**src/core/gds_gpio_map.svh**
```systemverilog
// Register offsets, reset values and field positions of the GPIO data and interrupt status block
//----------------------------------------------------------------
// Behaviour
// - Upper data bit 0 is pin 16
// - Output pin drives last written data bit
// - Data one drives high, zero low
// - Data write never reaches an input pin
// - Input pin reads back its sampled level
// - Flag reads one after event, write-one clears
// - Low flags pins 15..0, high 31..16
// - Low flags set only when enabled and matching
// - High flags use the upper settings
// - Enable one permits detection, zero forbids
// - Low enable bit 0 is pin 0
// - Pin 15 is carrier detect, input only
// - Direction one is output, reset to input
// - Trigger one is any edge, zero level
// - Active level one is high, zero low
//----------------------------------------------------------------
`ifndef GDS_GPIO_MAP_SVH
`define GDS_GPIO_MAP_SVH

`define GDS_OFF_PIN_DATA_HIGH 32'h0B00_0106
`define GDS_OFF_IRQ_FLAGS_LOW 32'h0B00_0108
`define GDS_OFF_IRQ_FLAGS_HIGH 32'h0B00_010A
`define GDS_OFF_IRQ_ENABLE_LOW 32'h0B00_010C
`define GDS_OFF_IRQ_PASS_LOW 32'h0B00_0120
`define GDS_OFF_IRQ_PASS_HIGH 32'h0B00_0122

`define GDS_RST_HALF 16'h0000
`define GDS_RST_PASS 16'hFFFF
`define GDS_RST_WORD 32'h0000_0000
`define GDS_CARRIER_PIN 15
`define GDS_HALF_W 16

`endif

```
**src/core/gds_pkg.sv**
```systemverilog
// Types shared by the GPIO data and interrupt status block
package gds_pkg;

	typedef logic [15:0] gds_half_t;
	typedef logic [31:0] gds_word_t;

	// Settings owned by the rest of the GPIO unit
	typedef struct packed
	{
		gds_half_t dir_hi;
		gds_half_t en_hi;
		gds_word_t trig;
		gds_word_t lvl;
	} gds_cfg_t;

	// Whole state of the block
	typedef struct packed
	{
		gds_word_t pin_s1;
		gds_word_t pin_s2;
		gds_word_t pin_prev;
		gds_half_t data_hi;
		gds_word_t flags;
		gds_half_t en_lo;
		gds_word_t pass;
		gds_half_t rdata;
		logic irq;
		gds_half_t pin_out;
		gds_half_t pin_oe;
	} gds_state_t;

endpackage

```
**src/core/gds_gpio_core.sv**
```systemverilog
// GPIO upper pin data, interrupt flags for all pins and lower interrupt enables
//
// Chosen here: the strobed register port.
`timescale 1ns/1ps
`default_nettype none
`include "gds_gpio_map.svh"

module gds_gpio_core #(
	parameter int HALF_W = `GDS_HALF_W
)
(
	input wire logic i_clk,
	input wire logic i_nrst,
	input wire logic [31:0] i_addr,
	input wire logic [15:0] i_wdata,
	input wire logic i_wr,
	input wire logic i_rd,
	output logic [15:0] o_rdata,
	input wire logic [31:0] i_pin_in,
	output logic [15:0] o_pin_out,
	output logic [15:0] o_pin_oe,
	input wire gds_pkg::gds_cfg_t i_cfg,
	output logic o_irq
);

	//----------------------------------------------------------------
	// Elaboration checks
	//----------------------------------------------------------------

	// Register layout is fixed at sixteen pins per half
	if (HALF_W != `GDS_HALF_W)
	begin : g_bad_width
		$error("HALF_W must be 16");
	end

	//----------------------------------------------------------------
	// Reset release
	//----------------------------------------------------------------

	logic [1:0] rst_sync_ff;
	logic rst_n;

	// Assert at once, release two edges later so no flop sees a runt release
	always_ff @(posedge i_clk or negedge i_nrst)
	begin
		if (!i_nrst)
			rst_sync_ff <= 2'h0;
		else
			rst_sync_ff <= {rst_sync_ff[0], 1'b1};
	end

	assign rst_n = rst_sync_ff[1];

	//----------------------------------------------------------------
	// Helpers
	//----------------------------------------------------------------

	// Address match, used by every register
	function automatic logic hit(input logic [31:0] addr, input logic [31:0] off);
		hit = (addr == off);
	endfunction

	localparam gds_pkg::gds_state_t ST_RST = '{
		pin_s1: `GDS_RST_WORD,
		pin_s2: `GDS_RST_WORD,
		pin_prev: `GDS_RST_WORD,
		data_hi: `GDS_RST_HALF,
		flags: `GDS_RST_WORD,
		en_lo: `GDS_RST_HALF,
		pass: {`GDS_RST_PASS, `GDS_RST_PASS},
		rdata: `GDS_RST_HALF,
		irq: 1'b0,
		pin_out: `GDS_RST_HALF,
		pin_oe: `GDS_RST_HALF
	};

	gds_pkg::gds_state_t st_ff;
	gds_pkg::gds_state_t nxt_st;
	gds_pkg::gds_word_t set_vec;
	gds_pkg::gds_word_t en_all;
	gds_pkg::gds_half_t pin_view_hi;

	//----------------------------------------------------------------
	// Event detection
	//----------------------------------------------------------------

	// Low half enables live here, upper half come from the unit
	assign en_all = {i_cfg.en_hi, st_ff.en_lo};

	// Pin 15 (carrier detect) is sampled like any other input pin
	for (genvar k = 0; k < 32; k++)
	begin : g_det
		// Edge mode fires on any change, level mode while at the chosen level
		assign set_vec[k] = en_all[k] & (i_cfg.trig[k] ?
			(st_ff.pin_s2[k] ^ st_ff.pin_prev[k]) :
			(st_ff.pin_s2[k] == i_cfg.lvl[k]));
	end

	// Output pins read back the written data, input pins their sampled level
	for (genvar k = 0; k < 16; k++)
	begin : g_view
		assign pin_view_hi[k] = i_cfg.dir_hi[k] ? st_ff.data_hi[k] : st_ff.pin_s2[k + 16];
	end

	//----------------------------------------------------------------
	// Next state
	//----------------------------------------------------------------

	always_comb
	begin
		nxt_st = st_ff;
		// Two flops before anything looks at a pin
		nxt_st.pin_s1 = i_pin_in;
		nxt_st.pin_s2 = st_ff.pin_s1;
		nxt_st.pin_prev = st_ff.pin_s2;
		// Writes; data bits are stored even for input pins but never driven
		if (i_wr && hit(i_addr, `GDS_OFF_PIN_DATA_HIGH))
			nxt_st.data_hi = i_wdata;
		if (i_wr && hit(i_addr, `GDS_OFF_IRQ_ENABLE_LOW))
			nxt_st.en_lo = i_wdata;
		if (i_wr && hit(i_addr, `GDS_OFF_IRQ_PASS_LOW))
			nxt_st.pass[15:0] = i_wdata;
		if (i_wr && hit(i_addr, `GDS_OFF_IRQ_PASS_HIGH))
			nxt_st.pass[31:16] = i_wdata;
		// Write-one clears, but a new event in the same cycle wins
		if (i_wr && hit(i_addr, `GDS_OFF_IRQ_FLAGS_LOW))
			nxt_st.flags[15:0] = st_ff.flags[15:0] & ~i_wdata;
		if (i_wr && hit(i_addr, `GDS_OFF_IRQ_FLAGS_HIGH))
			nxt_st.flags[31:16] = st_ff.flags[31:16] & ~i_wdata;
		nxt_st.flags = nxt_st.flags | set_vec;
		// Read data lands in the cycle after the strobe; unmapped reads give zero
		nxt_st.rdata = 16'h0000;
		if (i_rd)
		begin
			if (hit(i_addr, `GDS_OFF_PIN_DATA_HIGH))
				nxt_st.rdata = pin_view_hi;
			else if (hit(i_addr, `GDS_OFF_IRQ_FLAGS_LOW))
				nxt_st.rdata = st_ff.flags[15:0];
			else if (hit(i_addr, `GDS_OFF_IRQ_FLAGS_HIGH))
				nxt_st.rdata = st_ff.flags[31:16];
			else if (hit(i_addr, `GDS_OFF_IRQ_ENABLE_LOW))
				nxt_st.rdata = st_ff.en_lo;
			else if (hit(i_addr, `GDS_OFF_IRQ_PASS_LOW))
				nxt_st.rdata = st_ff.pass[15:0];
			else if (hit(i_addr, `GDS_OFF_IRQ_PASS_HIGH))
				nxt_st.rdata = st_ff.pass[31:16];
		end
		// Registered so the request line never glitches
		nxt_st.irq = |(nxt_st.flags & nxt_st.pass);
		// Pin drivers follow direction and data one edge later
		nxt_st.pin_oe = i_cfg.dir_hi;
		nxt_st.pin_out = nxt_st.data_hi;
	end

	//----------------------------------------------------------------
	// State register
	//----------------------------------------------------------------

	always_ff @(posedge i_clk or negedge rst_n)
	begin
		if (!rst_n)
			st_ff <= ST_RST;
		else
			st_ff <= nxt_st;
	end

	//----------------------------------------------------------------
	// Outputs
	//----------------------------------------------------------------

	assign o_rdata = st_ff.rdata;
	assign o_irq = st_ff.irq;
	assign o_pin_out = st_ff.pin_out;
	assign o_pin_oe = st_ff.pin_oe;
endmodule

`default_nettype wire

```
**config.mk**
```make
export PLATFORM = sky130hd
export DESIGN_NAME = gds_gpio_core
export DESIGN_NICKNAME = d
export VERILOG_FILES = /design/src/core/gds_pkg.sv /design/src/core/gds_gpio_core.sv
export VERILOG_INCLUDE_DIRS = /design/src /design/src/core
export SDC_FILE = /design/constraint.sdc
export NUM_CORES = 1
export LEC_CHECK = 0
export BUFFER_PORTS_ARGS = -buffer_cell sky130_fd_sc_hd__buf_2
export CELL_PAD_IN_SITES_DETAIL_PLACEMENT = 0
export CELL_PAD_IN_SITES_GLOBAL_PLACEMENT = 2
export CORE_UTILIZATION = 37
export CTS_BUF_LIST = sky130_fd_sc_hd__clkbuf_4
export CTS_CLUSTER_DIAMETER = 150
export DETAILED_ROUTE_END_ITERATION = 10
export GPL_TIMING_DRIVEN = 0
export PLACE_DENSITY_LB_ADDON = 0.1
export SYNTH_ARGS = -nofsm -noshare
export SYNTH_HDL_FRONTEND = slang
export SYNTH_SLANG_ARGS = --single-unit
```
**constraint.sdc**
```tcl
create_clock -name i_clk -period 8.9 [get_ports i_clk]
set_input_delay 2.67 -clock i_clk [delete_from_list [all_inputs] [get_ports i_clk]]
set_output_delay 2.67 -clock i_clk [all_outputs]
set_load 0.005 [all_outputs]
```
==> impl_metrics.ini, run 1 <==
[route]
m1WireLength_mm = 11.93
wl_per_cell_um = 19.12
highest_layer = met4
wl_met3_mm = 1.791
drtAntennaViolNets = 0
drt_iter0_drc = 331
via_count = 6996
wl_met2_mm = 12.67
drt_pass1_iterations = 5
wirelength_mm = 26.88
drc = 0
vias_per_cell = 4.976

[place]
dpl_worst_slack_ps = 2209
place_inst = 1280
dpl.hpwl_mm = 19.04
port_buffers = 228
place.gp.congestion = 0.7885

[critical_path]
crit_arrival_ps = 6540
crit_type = primary input to flip-flop
path_max_fanout = 10
endpoint_kind = flip-flop
cp_num_buf_inv = 4
start_kind = primary input
timing.rr.start = st_ff[173]
crit_chain = buf_2, buf_2, nor4_1, nand4b_1, clkbuf_1, nor3_2, clkbuf_1, mux2_2, a22oi_1, nand4_1, or4_1
cp_slowest_cell = clkbuf_1
cp_top_family = simple AND/OR/NAND/NOR gates
worstPathRequired_ps = 9400
cp_slowest_stage_delay_ps = 720
reg2reg_depth = 6
r2r-end = o_irq
r2r_slack_ps = 6780

[die]
die-area_um2 = 25940
coreArea_um2 = 24530
ioPinCount = 229
start_util = 0.3816
die_h_um = 161.1
fp-row-count = 57
die_x_um = 161.1

[final_layout]
num-nets-final = 1205
area_growth_pct = 27.72
fillCellCount = 2376
layout_commonest_cell = buf_2
fin_util = 0.4874
instances_no_fill = 1406
layout_common_cells = buf_2 (233), dfrtp_1 (194), clkbuf_4 (102)
drive_gt1_frac = 0.4829

[sta]
fin_ws_ps = 2864
skew_ps = 37.73
max_freq_mhz = 165.7
maxSlewHeadroom = 0.2827
fin_crit_ps = 6036
finalMaxSlewViolations = 0
fin_tns_setup_ps = 0
hold_viol = 0
setup_viol = 0
rsz0062_at_grt = no
fin_crit_sh = 0.6782
worst_slew_pin_slew_ps = 1076

[clock_tree]
htree_levels = 3
cts_hold_buf = 0
cts_tree = done
postCtsSetupRepairBufs = 0
clk_latency_ps = 670
cts_buffers = 67
cts_root_buf = clkbuf_4
cts_resized = 0
cts_sinks = 227
clk_pin_slew_ps = 60
clockBufferDepth = 3

[synthesis]
yosysWarningCount = 0
ys_types = 43
synth_seq_cells = 227
seq_area_frac_synth = 0.6111
syn_avg_cell_area_um2 = 12.97
syn_nets = 902
syn_inst = 722
syn_area_um2 = 9361

[min_path]
hp-class = flip-flop to async pin

[pwr]
vdd_drop_max_mv = 0.09676
cellLeakagePower_nw = 5.697
power_density_nw_per_um2 = 188.1

[global_routing]
grt_pass1_wl_mm = 41.84
grt_max_degree = 61
grt_antenna_before_repair = 3
overflow = 0
grt_use_total = 0.2154
grt_pass1_vias = 7356

[run]
maxCapViolCount = 0

[status]
outcome = finished, final reports clean
metrics by stage:
step | hold WS, ps | cell area [um2] | power (mW)
after floorplan | 331.2 | 9361 | 1.149
after global placement | 331.9 | 10910 | 1.227
after detailed placement | 287.8 | 11040 | 1.234
after CTS | 266.2 | 11950 | 2.295
after global routing | 304.1 | 11950 | 2.368
final | 254.5 | 11960 | 2.248
sequential cells by signal (all words and copies together) (netlist names):
signal and flops:
nxt_st 64, o_pin_out 16, o_pin_oe 16, o_rdata 16, st_ff 96, o_irq 1
rst_sync_ff 2, en_all 16
cell families (layout without fill, tap and decap cells):
| group | Yosys count | after routing | share of synthesized area |
|---|---|---|---|
| flops | 227 | 227 | 0.6111 |
| compound gates | 146 | 146 | 0.1017 |
| simple gates | 146 | 146 | 0.09276 |
| mux | 96 | 96 | 0.1121 |
| buf+inv | 74 | 431 | 0.05199 |
| xor+xnor | 32 | 32 | 0.02994 |
| other cells | 1 | 4 | 0.0004006 |
worst max-delay path by stage:
stage                         from     endpoint  depth (start not counted)
finish                   i_addr[1]        o_irq                         11
detailed placement       i_addr[1]        o_irq                         11
CTS                      i_addr[1]        o_irq                         11
global route             i_addr[1]        o_irq                         11
floorplan           rst_sync_ff[1]    en_all[0]                          0
global placement    rst_sync_ff[1]  o_pin_oe[7]                          0
where the power goes:
part           internal (mW)  switching, mW
sequential              1.06         0.0131
clock                  0.583          0.454
combinational         0.0656         0.0735
total                   1.71          0.541
final cells by class:
| class | count | area, um2 | share of cell area |
|---|---|---|---|
| inverter | 1 | 3.754 | 0.0003139 |
| buffer | 73 | 483.0 | 0.04039 |
| clock buffer | 102 | 765.7 | 0.06404 |
| sequential | 227 | 5724 | 0.4788 |
| antenna | 3 | 7.507 | 0.0006279 |
| timing repair buffer | 234 | 1251 | 0.1046 |
| tap | 324 | 405.4 | 0.03391 |
| multi-input combinational | 421 | 3177 | 0.2657 |
| clock inverter | 21 | 138.9 | 0.01162 |
per-layer routing:
metal / vias to the layer above / global-route usage
li1: 3253 / -
met1: 3440 / 0.2911
met2: 256 / 0.3397
met3: 47 / 0.05419
met4: 0 / 0.06861
met5: - / 0
cells in the mapped netlist, drive strengths merged:
cell type,count,area (um2)
a21oi,66,330.3
nand2b,1,6.260
nand2,36,135.1
nor2,41,153.9
nand4b,2,23.77
and4bb,1,12.51
nand4,6,43.79
clkbuf,16,60.06
a221oi,2,17.52
xnor2,32,280.3
nor3,4,25.02
conb,1,3.750
and4,4,35.03
or3,2,17.52
nor3b,1,7.510
o21ai,12,60.06
nor4b,3,53.80
nor4,8,77.57
o22ai,1,6.260
mux2,71,799.5
a22oi,22,175.2
o211ai,8,60.06
inv,1,3.750
o21a,1,7.510
a21boi,2,15.01
dfstp,32,840.8
or4,36,270.3
buf,57,422.9
dfrtp,195,4880
nor2b,1,6.260
a22o,32,280.3
mux2i,25,250.2
(Power assumes the default switching activity.)
==> inputs of run 2 (changes only) <==
--- a/config.mk
+++ b/config.mk
@@ -6,10 +6,11 @@
 export SDC_FILE = /design/constraint.sdc
 export NUM_CORES = 1
 export LEC_CHECK = 0
+export ABC_AREA = 1
 export BUFFER_PORTS_ARGS = -buffer_cell sky130_fd_sc_hd__buf_2
 export CELL_PAD_IN_SITES_DETAIL_PLACEMENT = 0
 export CELL_PAD_IN_SITES_GLOBAL_PLACEMENT = 2
-export CORE_UTILIZATION = 37
+export CORE_UTILIZATION = 30
 export CTS_BUF_LIST = sky130_fd_sc_hd__clkbuf_4
 export CTS_CLUSTER_DIAMETER = 150
 export DETAILED_ROUTE_END_ITERATION = 10
==> constraint.sdc (replaced) <==
create_clock -name i_clk -period 5.5 [get_ports i_clk]
set_input_delay 1.65 -clock i_clk [delete_from_list [all_inputs] [get_ports i_clk]]
set_output_delay 1.65 -clock i_clk [all_outputs]
set_load 0.005 [all_outputs]
==> run 2 against run 1 <==
- via count is 22% higher
- sequential cell count stayed put
- die area rose by 32%
- routed wire length up 24%
- utilization fell by 9.8 points
==> impl_metrics.ini, run 2 <==
[global_routing]
grt_antenna_before_repair = 4
grt_pass1_wl_mm = 50.52
overflow = 0
grt_pass1_vias = 8491
grt_use_total = 0.2005
grt_max_degree = 65

[status]
outcome = finished, final reports clean

[route]
vias_per_cell = 4.498
drt_iter0_drc = 482
wirelength_mm = 33.46
via_count = 8560
wl_per_cell_um = 17.58
drtAntennaViolNets = 0
drc = 0
drt_pass1_iterations = 5

[clock_tree]
cts_resized = 0
clk_pin_slew_ps = 60
cts_hold_buf = 0
cts_buffers = 69
cts_root_buf = clkbuf_4
clk_latency_ps = 680
cts_sinks = 227
htree_levels = 3
postCtsSetupRepairBufs = 0
clockBufferDepth = 3
cts_tree = done

[final_layout]
num-nets-final = 1586
regMostFlops = st_ff
layout_common_cells = nand2_1 (276), buf_2 (237), dfrtp_1 (194)
area_growth_pct = 27.00
final_area_um2 = 12740
layout_commonest_cell = nand2_1
drive_gt1_frac = 0.3374
instances_no_fill = 1903
fillCellCount = 3485
largest_reg_flops = 96

[sta]
fin_crit_ps = 3324
fin_crit_sh = 0.6044
maxSlewHeadroom = 0.4569
setup_viol = 0
max_freq_mhz = 300.8
skew_ps = 68.40
fin_tns_setup_ps = 0
hold_viol = 0
fin_ws_ps = 2176
finalMaxSlewViolations = 0
worst_slew_pin_slew_ps = 814.6
rsz0062_at_grt = no

[critical_path]
start_kind = primary input
path_max_fanout = 10
crit_arrival_ps = 3930
crit_type = primary input to flip-flop
endpoint_kind = flip-flop
worstPathRequired_ps = 6110

[die]
die_h_um = 184.9
die_x_um = 184.9
ioPinCount = 229
coreArea_um2 = 32700
start_util = 0.3068
die-area_um2 = 34180
fp-row-count = 66

[place]
dpl.hpwl_mm = 24.77
place.gp.congestion = 0.8804
place_inst = 1777
dpl_worst_slack_ps = 1551
port_buffers = 227
placed_area_um2 = 11810

[pwr]
cellLeakagePower_nw = 6.310
vdd_drop_max_mv = 0.1285
power_mw = 3.679
power_density_nw_per_um2 = 288.7

[synthesis]
syn_area_um2 = 10030
synthArstFlopShare = 1.000
synthTopCellsByCount = nand2_1 (276), dfrtp_1 (195), o21ai_0 (129), nor2_1 (88), nand3_1 (75)
seq_area_frac_synth = 0.5701
synth_seq_cells = 227
yosysWarningCount = 0
syn_avg_cell_area_um2 = 9.080
synth_edf_count = 0
ys_types = 34
yosys.area.top_type = dfrtp_1
yosysMostFrequentCell = nand2_1
syn_inst = 1105
synth_ff_type = dfrtp_1
synthTopCellsByArea = dfrtp_1 (49%), nand2_1 (10%), dfstp_2 (8.4%), o21ai_0 (6.4%), buf_4 (3.7%)
synth_top_area_share = 0.4863
syn_nets = 1285

[run]
maxCapViolCount = 0

[min_path]
hp-class = flip-flop to flip-flop
run 2: cell types whose count changed in the layout (fill, tap and decap cells not counted), moves of 21 or more:
| cell | delta |
|---|---|
| or4_1 | -36 |
| nor2_1 | +47 |
| nand2_1 | +240 |
| xnor2_1 | -32 |
| a22o_1 | -32 |
| a21boi_0 | +25 |
| inv_1 | +69 |
| mux2i_1 | -21 |
| a21oi_1 | -46 |
| nand3_1 | +75 |
| o21ai_0 | +117 |
| mux2_2 | -59 |
run 2: kinds of logic after synthesis:
group	Yosys count	synth area share
other cells	1	0.0003738
mux	16	0.01746
simple gates	490	0.2115
buf+inv	158	0.08430
compound gates	213	0.1162
flops	227	0.5701
run 2: stage by stage:
step | hold WS (ps) | util
after CTS | 309.2 | 0.3894
after global placement | 331.1 | 0.3585
after global routing | 304.1 | 0.3896
final | 320.2 | 0.3897
after floorplan | 331.1 | -
after detailed placement | 334.7 | 0.3611
run 2: path summary, 6_finish.rpt:
path / from / cells after the start / endpoint / slack (ps)
min in group asynchronous: rst_sync_ff[1] / 0 / st_ff[174] / 420
worst min-delay path: nxt_st[207] / 0 / nxt_st[175] / 320
worst min register to register: nxt_st[207] / 0 / nxt_st[175] / 320
max in group asynchronous: rst_sync_ff[1] / 1 / st_ff[71] / 4180
worst max register to register: st_ff[176] / 10 / o_irq / 3530
worst max-delay path: i_addr[7] / 12 / o_rdata[8] / 2180
run 2: cell type report:
| cell class | instances | area [um2] | area share |
|---|---|---|---|
| tap | 442 | 553.0 | 0.04340 |
| multi-input combinational | 720 | 3467 | 0.2721 |
| sequential | 227 | 5724 | 0.4492 |
| timing repair buffer | 230 | 1219 | 0.09564 |
| antenna | 3 | 7.507 | 0.0005892 |
| inverter | 74 | 277.8 | 0.02180 |
| clock inverter | 10 | 77.57 | 0.006088 |
| buffer | 84 | 568.0 | 0.04458 |
| clock buffer | 113 | 848.3 | 0.06658 |
run 2: power by group:
group / total, mW / leakage (nW) / internal [mW] / switching [mW]
Clock: 1.73 / 0.555 / 0.973 / 0.756
Combinational: 0.207 / 3.06 / 0.0890 / 0.118
Sequential: 1.74 / 2.70 / 1.72 / 0.0270
Total: 3.68 / 6.31 / 2.78 / 0.901
run 2: critical path, cell delays in order:
cell      delay, ps
buf_2           100
nor2_1          140
nand2_1         160
nor2_1          140
nand2_1          70
nor2_2          380
buf_4           330
inv_2            60
clkbuf_1        230
o21ai_0         430
o21ai_1         150
inv_1            70
run 2: layer usage:
metal,vias to the layer above,GRT usage,routed length [um],share of wire
met1,3938,0.2943,16750,0.50
met5,-,0,0,0
li1,4246,-,-,-
met2,315,0.2850,13830,0.41
met3,61,0.04542,2132,0.064
met4,0,0.07306,747,0.022
